`config.mk`:
```
export PLATFORM = sky130hd
export DESIGN_NAME = pcl_coarse_cfg
export DESIGN_NICKNAME = d
export VERILOG_FILES = /design/src/rtl/pcl_pkg.sv /design/src/rtl/pcl_coarse_cfg.sv
export SDC_FILE = /design/constraint.sdc
export NUM_CORES = 1
export LEC_CHECK = 0
export BUFFER_PORTS_ARGS = -buffer_cell sky130_fd_sc_hd__buf_2
export CORE_MARGIN = 4
export CORE_UTILIZATION = 40
export CTS_CLUSTER_DIAMETER = 40
export DETAILED_ROUTE_END_ITERATION = 8
export SYNTH_ARGS = -nofsm -noshare
export SYNTH_HDL_FRONTEND = slang
export SYNTH_SLANG_ARGS = --single-unit
```
`constraint.sdc`:
```
create_clock -name mclk -period 3.5 [get_ports mclk]
set_input_delay 0.35 -clock mclk [delete_from_list [all_inputs] [get_ports mclk]]
set_output_delay 0.35 -clock mclk [all_outputs]
set_load 0.05 [all_outputs]
```
`src/rtl/pcl_pkg.sv`:
```
// Package for the coarse phase-loss configuration block.
// It holds the register map, the field layout, the reset values and the sizes.
// Every file that uses it imports it whole.
package pcl_pkg;
	// Register byte addresses on the plain register port.
	localparam logic [7:0] PCL_ADDR_CFG    = 8'h74;
	localparam logic [7:0] PCL_ADDR_STATUS = 8'h76;
	localparam logic [7:0] PCL_ADDR_MASK   = 8'h77;
	localparam logic [7:0] PCL_ADDR_TRACK  = 8'h78;
	// Bit positions inside the configuration register.
	localparam int PCL_BIT_COARSE_EN = 7;
	localparam int PCL_BIT_WIDE_EN   = 6;
	localparam int PCL_BIT_MULTI     = 5;
	localparam int PCL_BIT_UNUSED    = 4;
	// Values after reset.
	localparam logic [7:0] PCL_CFG_RESET  = 8'h85;
	localparam logic [1:0] PCL_IRQ_RESET  = 2'h0;
	// Status bit positions: phase loss raised, tracking saturated.
	localparam int PCL_ST_LOSS = 0;
	localparam int PCL_ST_SAT  = 1;
	// Tracked drift is a signed count of unit intervals.
	localparam int PCL_CW = 13;
	localparam logic signed [12:0] PCL_CNT_MAX = 13'sh0fff;
	localparam logic [3:0] PCL_LIM_TOP = 4'h9;
	localparam logic [11:0] PCL_LIM_BASE = 12'h004;

	// Configuration register, laid out as the byte reads back.
	typedef struct packed {
		logic       coarse_en;
		logic       wide_en;
		logic       multi_cycle_phase_response;
		logic       unused;
		logic [3:0] coarse_limit;
	} pcl_cfg_t;

	// One register port request.
	typedef struct packed {
		logic       wr;
		logic       rd;
		logic [7:0] addr;
		logic [7:0] wdata;
	} pcl_req_t;
endpackage

```
`src/rtl/pcl_coarse_cfg.sv`:
```
// Coarse phase-loss configuration register and the drift tracker it steers.
// Assumes slip pulses come from the phase detector on mclk, one cycle each,
// and a register master that never issues read and write together.
//
// Overview of operation
// - Bit 7 enables coarse loss, range from bits 3:0
// - Drift beyond limit UI reports phase loss
// - Bit 6 switches the wide-range detector
// - Bit 5 feeds multi-cycle error, else +/-360 degrees
// - Drift memory kept while bit 5 is clear and bit 6 is set
//
// The address-and-strobe port is this design's own decision.
`timescale 1ns/10ps
`default_nettype none
module pcl_coarse_cfg
	import pcl_pkg::*;
(
	// Clock and reset.
	input  wire logic                    mclk,
	input  wire logic                    reset,
	// Register port.
	input  wire pcl_req_t                req,
	output logic [7:0]                   rdata,
	// Phase detector slip pulses, one unit interval each.
	input  wire logic                    slip_up,
	input  wire logic                    slip_dn,
	// Results toward the DPLL.
	output logic signed [PCL_CW-1:0]     dpll_phase_ui,
	output logic                         phase_loss,
	output logic                         wide_range_on,
	output logic                         irq
);
	// Configuration, status and mask state.
	pcl_cfg_t   cfg;
	pcl_cfg_t   next_cfg;
	logic [1:0] status;
	logic [1:0] next_status;
	logic [1:0] mask;
	logic [1:0] next_mask;
	logic [7:0] next_rdata;
	// Tracked drift and its derived values.
	logic signed [PCL_CW-1:0] cnt;
	logic signed [PCL_CW-1:0] next_cnt;
	logic [PCL_CW-1:0]        mag;
	logic [11:0]              lim;
	logic                     next_loss;
	logic                     sat_evt;

	// Register writes, reads and the sticky status bits.
	always_comb begin
		next_cfg    = cfg;
		next_mask   = mask;
		next_rdata  = 8'h00;
		next_status = status;
		if (req.wr && req.addr == PCL_ADDR_CFG) begin
			next_cfg        = pcl_cfg_t'(req.wdata);
			// Bit 4 holds nothing, so a write cannot set it.
			next_cfg.unused = 1'b0;
		end
		if (req.wr && req.addr == PCL_ADDR_MASK) begin
			next_mask = req.wdata[1:0];
		end
		if (req.wr && req.addr == PCL_ADDR_STATUS) begin
			next_status = status & ~req.wdata[1:0];
		end
		// Sets come last so an event in the clearing cycle survives.
		if (next_loss && !phase_loss) begin
			next_status[PCL_ST_LOSS] = 1'b1;
		end
		if (sat_evt) begin
			next_status[PCL_ST_SAT] = 1'b1;
		end
		if (req.rd) begin
			case (req.addr)
				PCL_ADDR_CFG:    next_rdata = cfg;
				PCL_ADDR_STATUS: next_rdata = {6'h00, status};
				PCL_ADDR_MASK:   next_rdata = {6'h00, mask};
				PCL_ADDR_TRACK:  next_rdata = cnt[7:0];
				// Unmapped addresses read as zero.
				default:         next_rdata = 8'h00;
			endcase
		end
	end

	// Register stage for the software-visible state.
	always_ff @(posedge mclk or posedge reset) begin
		if (reset) begin
			cfg    <= pcl_cfg_t'(PCL_CFG_RESET);
			status <= PCL_IRQ_RESET;
			mask   <= PCL_IRQ_RESET;
			rdata  <= 8'h00;
		end else begin
			cfg    <= next_cfg;
			status <= next_status;
			mask   <= next_mask;
			rdata  <= next_rdata;
		end
	end

	// Drift tracker, limit decode and loss decision.
	always_comb begin
		next_cnt = cnt;
		sat_evt  = 1'b0;
		if (!cfg.wide_en) begin
			// Without the wide detector there is no memory past one cycle.
			next_cnt = '0;
		end else if (slip_up && !slip_dn) begin
			// Count every slip so drift over many cycles is kept.
			if (cnt == PCL_CNT_MAX) begin
				sat_evt = 1'b1;
			end else begin
				next_cnt = cnt + 13'sh0001;
			end
		end else if (slip_dn && !slip_up) begin
			if (cnt == -PCL_CNT_MAX) begin
				sat_evt = 1'b1;
			end else begin
				next_cnt = cnt - 13'sh0001;
			end
		end
		// Limit grows by powers of two; codes above the top are held there.
		if (cfg.coarse_limit > PCL_LIM_TOP) begin
			lim = (PCL_LIM_BASE << PCL_LIM_TOP) - 12'h001;
		end else begin
			lim = (PCL_LIM_BASE << cfg.coarse_limit) - 12'h001;
		end
		mag = cnt[PCL_CW-1] ? PCL_CW'(-cnt) : PCL_CW'(cnt);
		// Loss only when enabled and drift exceeds the limit.
		next_loss = cfg.coarse_en && (mag > {1'b0, lim});
	end

	// Register stage for the tracker.
	always_ff @(posedge mclk or posedge reset) begin
		if (reset) begin
			cnt        <= '0;
			phase_loss <= 1'b0;
		end else begin
			cnt        <= next_cnt;
			phase_loss <= next_loss;
		end
	end

	// Multi-cycle error goes to the loop; otherwise only the in-cycle part,
	// which is zero whole UI. The count itself is kept either way.
	assign dpll_phase_ui = cfg.multi_cycle_phase_response ? cnt : '0;
	assign wide_range_on = cfg.wide_en;
	assign irq           = |(status & mask);
endmodule
`default_nettype wire

```
Yosys cells after proc, flatten, opt, wreduce, memory -nomap -nowiden:

Index checks and enable logic that the tools add are counted.

* flip-flop bits (word level): 33
* input bits: 22
* output and inout port bits: 24
* word-level logic and storage cells: 61

* add/sub/neg operators: 4
* magnitude comparators: 2
* eq/ne operators: 9
* shift-type cells: 1
* muxes and demuxes: 18
* bitwise logic cells: 3
* reduce and logical (&&, ||, !) cells: 14

Operators by type and width (count)
* $mux W13: 7
* $eq A8 B7 Y1 const B: 4
* $pmux W8 S4: 1
* $eq A13 B13 Y1 const B: 2
* $add A13 B2 Y13 const B: 1
* $gt A13 B12 Y1: 1
* $neg A13 Y13: 1
* $sub A13 B2 Y13 const B: 1
* $mux W12: 1
* $shl A3 B4 Y12 const A: 1
* $sub A12 B1 Y12 const B: 1
* $mux W8: 1
* $logic_and A1 B1 Y1: 7
* $mux W1: 7
* $ne A3 B3 Y1 const B: 2
* $and A2 B2 Y2: 2
* $gt A4 B4 Y1 const B: 1
* $reduce_bool A2 Y1: 2
* $logic_not A1 Y1: 3
* $ne A3 B1 Y1 const B: 1
* $reduce_and A3 Y1: 1
* $mux W2: 1
* $not A2 Y2: 1
* $reduce_or A2 Y1: 1

Logic depth before layout (Yosys ltp):

* depth in word-level cells: 7
* mapped depth: 15
* mapped depth without buffers: 13

Worst setup path after synthesis:

No wires, ideal clock.

* path kind: register to register
* start point: register cfg[3] (netlist name)
* end point: register status[0]
* setup time: 0.121 ns
* data arrival time: 2.989 ns
* data required time: 3.379 ns
* path slack: 0.390 ns
* stages on the path, launching flop included: 12
* path buffers: 2
* period minus slack after synthesis: 3.110 ns
* cell sequence: dfrtp_1 clkbuf_1 nor4_1 inv_1 ha_1 buf_2 o311a_1 ha_1 nand4_1 or4_1 a31o_2 a22o_1

* cells in the longest elaborated chain, start to end: 7
* elaborated cells between the ends (all ways): 9
* classes of those cells: add/sub (1); order compare (2); shift (1); mux (2); reduce/logical (3)

RTL lines
* start, declared: line pcl_coarse_cfg.sv:34 `pcl_cfg_t cfg;`
* start signal, assigned: line pcl_coarse_cfg.sv:88 `cfg <= pcl_cfg_t'(PCL_CFG_RESET);`
* start signal, assigned: line pcl_coarse_cfg.sv:93 `cfg <= next_cfg;`
* $shl A3 B4 Y12: line pcl_coarse_cfg.sv:125 `lim = (PCL_LIM_BASE << cfg.coarse_limit) - 12'h001;`
* $sub A12 B1 Y12: line pcl_coarse_cfg.sv:125
* $mux W12 *: line pcl_coarse_cfg.sv:122 `if (cfg.coarse_limit > PCL_LIM_TOP) begin`
* $gt A13 B12 Y1 *: line pcl_coarse_cfg.sv:129 `next_loss = cfg.coarse_en && (mag > {1'b0, lim});`
* $logic_and A1 B1 Y1 *: line pcl_coarse_cfg.sv:129
* via next_loss: line pcl_coarse_cfg.sv:46 `logic next_loss;`
* $logic_and A1 B1 Y1 *: line pcl_coarse_cfg.sv:67 `if (next_loss && !phase_loss) begin`
* $mux W1 or $reduce_bool A2 Y1 (tied branches)
* end signal, assigned: line pcl_coarse_cfg.sv:94 `status <= next_status;`
* end, declared: line pcl_coarse_cfg.sv:36 `logic [1:0] status;`

Mark *: on every way through the listed nets, which the timed path passes. The rest lies on a longest branch.
A chain may end at the register's enable or synchronous reset.

Worst setup path after layout:

* start point: register cfg[1] (netlist name)
* end point: register status[0]

The elaborated chain is that of the path after synthesis.

==> qor.csv <==
stage;metric;value;unit
sta;slew_headroom;38.1;%
sta;setup_viol;0;
synth;yosysTopAreaCell;dfrtp_1;
cells_and_area;drive_above_1_share;23.9;%
sta;fin_crit_sh;89.7;%
synth;yosys_warnings;0;
sta;tns;0;ns
cells_and_area;diodes;0;
synth;ys_seq_area_share;28.3;%
grt;grt_max_degree;34;
clock_network;numCtsBuffers;5;
placement;dp_hpwl;5350;um
detailed_routing;routedWlPerCell;15.3;um
die;die_area;0.00877;mm^2
pwr;p_leak;1.64;nW
die;chipHeight;93.6;um
clock_network;clock_path_buffers;2;
detailed_routing;vias_per_cell;5.50;
sta;rsz0062_at_grt;false;
grt;grt_pass1_wl;11800;um
worst_setup_path;r2r-end;status[0];
detailed_routing;drc;0;
synth;syn_inst;330;
worst_setup_path;crit_path_start_kind;flip-flop;
synth;synth_nets;378;
die;core;0.00694;mm^2
clock_network;cts.sinks;33;
synth;synth_common_cells;30 x dfrtp_1, 25 x ha_1, 23 x nand2_1;
sta;finalHoldViolCount;0;
detailed_routing;wl;7190;um
clock_network;root_buffer;clkbuf_8;
clock_network;cts_htree_levels;2;
grt;grt_use_total;16.8;%
sta;period_needed;3.14;ns
synth;async_flop_share;100;%
min_path;hp-class;in2async;
clock_network;cts_tree;done;
detailed_routing;vias;2578;
synth;synth_top_area_share;25.6;%
detailed_routing;dr.first_iter.drc_count;87;
worst_setup_path;r2r_slack;0.36;ns
synth;synth_edf_count;0;
worst_setup_path;cp_max_fo;11;
worst_setup_path;crit_path_end_kind;flip-flop;
sta;slew_viol_final;0;
run_status;outcome;finished, final reports clean;
clock_network;holdBufCountCts;0;
worst_setup_path;worstSetupPathType;reg2reg;
sta;tightestPinTransition;0.928;ns
sta;hold_ws;0.146;ns
pwr;peakVddDrop;0.142;mV
grt;grt-ovfl-total;0;
cells_and_area;syn2layout_area_growth;15.4;%
sta;fmax;0.318;GHz
clock_network;path_clk_slew;0.08;ns
synth;ys.flop_type;dfrtp_1;
clock_network;insertion_delay;0.29;ns
die;start_util;42.2;%
cells_and_area;instances_no_fill;469;
worst_setup_path;critical_path_arrival;3.33;ns
synth;yosysMostFrequentCell;dfrtp_1;
die;io_pins;46;
grt;antenna_found_initial;0;
synth;syn_area;0.00293;mm^2
cells_and_area;fin_nets;420;
worst_setup_path;rr_worst_depth;13;
pwr;p_per_area;292;mW/mm^2
die;die_w;93.6;um
pwr;power.total;987;uW
synth;synth_cell_types;64;
job;maxCapViolations;0;
detailed_routing;ant_nets;0;
synth;synth.avg_cell_area;8.89;um^2
grt;grt_pass1_vias;2460;
placement;numPortBuffers;44;
synth;ys_ff_latch;33;
synth;yosys-top-cells-area;dfrtp_1 26%, ha_1 11%, mux2_2 4.2%;
sta;finClkSkew;0.00944;ns
placement;gp_routability_congestion;0.870;
worst_setup_path;worstPathRequired;3.69;ns
die;std_cell_rows;30;
detailed_routing;drtPass1Iterations;4;
placement;dp.cells;461;
worst_setup_path;reg2reg_from;cfg[1];
-- power breakdown --
group | total (mW) | internal, mW | switching [mW]
clock | 0.370 | 0.213 | 0.156
sequential | 0.414 | 0.392 | 0.0224
combinational | 0.204 | 0.0886 | 0.115
-- flip-flops by register name, indices dropped and copies added (netlist names) --
register,flops
cfg,6
cnt,13
mask,2
phase_loss,1
rdata,8
status,2
wide_range_on,1
-- cell type report --
| cell class | count | area [um^2] |
|---|---|---|
| clock inverter | 3 | 46.3 |
| sequential | 33 | 830 |
| fill | 693 | 3560 |
| clock buffer | 5 | 68.8 |
| tap | 96 | 120 |
| multi-input combinational | 267 | 1980 |
| timing repair buffer | 55 | 303 |
| inverter | 10 | 37.5 |
-- cells in the final DEF (no fill, tap or decap), types with 4 or more instances in the layout --
cell type   n
nand4_1     6
nor3_1      8
o21ai_0    20
a21o_1      8
ha_1       25
a21oi_1    10
nand2b_1    6
and2_1     16
nand3_1    13
buf_4      11
nor2b_1    11
nand4b_1    9
a21boi_0    5
nand2_1    23
a22oi_1     5
xnor2_1    14
mux2_2     11
inv_1       9
buf_2      44
dfrtp_1    30
o31ai_1     4
clkbuf_8    5
nor2_1     19
o211ai_1    4
-- worst max path at each step --
stage,startpoint,to,cells past startpoint
2_1_floorplan,cfg[3],status[0],11
3_3_place_gp,cfg[1],status[0],13
3_5_place_dp,cfg[1],status[0],9
4_1_cts,cfg[1],status[0],9
5_1_grt,cfg[1],status[0],13
6_report,cfg[1],status[0],13
-- repair_timing --
action / 4_1_cts / 5_1_grt
hold endpoints to repair: 0 / 0
endpoints found under the setup margin: 0 / 1
setup buffers: 0 / 0
resized for setup: 0 / 1
-- cells by family (layout without fill, tap and decap cells) --
logic type | Yosys count | in the layout | synth area share [%]
flip-flops | 33 | 33 | 28.3
AO/OA/AOI/OAI | 82 | 82 | 19.6
other | 1 | 1 | 0.128
AND/OR/NAND/NOR | 132 | 132 | 27.4
adder cells (fa/ha/maj) | 26 | 26 | 11.3
buffers and inverters | 30 | 73 | 4.44
multiplexers | 12 | 12 | 4.56
XOR/XNOR | 14 | 14 | 4.18
-- worst max-delay path, cell delays in order (launching register included) --
cell	delay, ns
dfrtp_1	0.50
nor4_2	0.33
inv_1	0.08
ha_1	0.28
nor2_1	0.17
nor2_1	0.07
o2bb2ai_1	0.14
ha_1	0.25
a21o_1	0.16
a21o_1	0.17
a221oi_1	0.27
o21ai_0	0.13
a31o_2	0.26
a22o_1	0.22
-- through the flow --
step,utilization [%],setup slack (ns),area (um^2)
after floorplan,-,0.390,2930
after global placement,47.0,0.372,3260
after detailed placement,47.0,0.292,3260
after CTS,48.6,0.274,3380
after global routing,48.7,0.113,3380
final,48.7,0.360,3380
-- routing by layer --
layer  GRT usage [%]  share of wire [%]
met1            21.4                 46
met2            29.5                 50
met3            2.57                3.6
met4            4.33                1.1
met5               0                  0
Power figures use the tool's default switching activity.
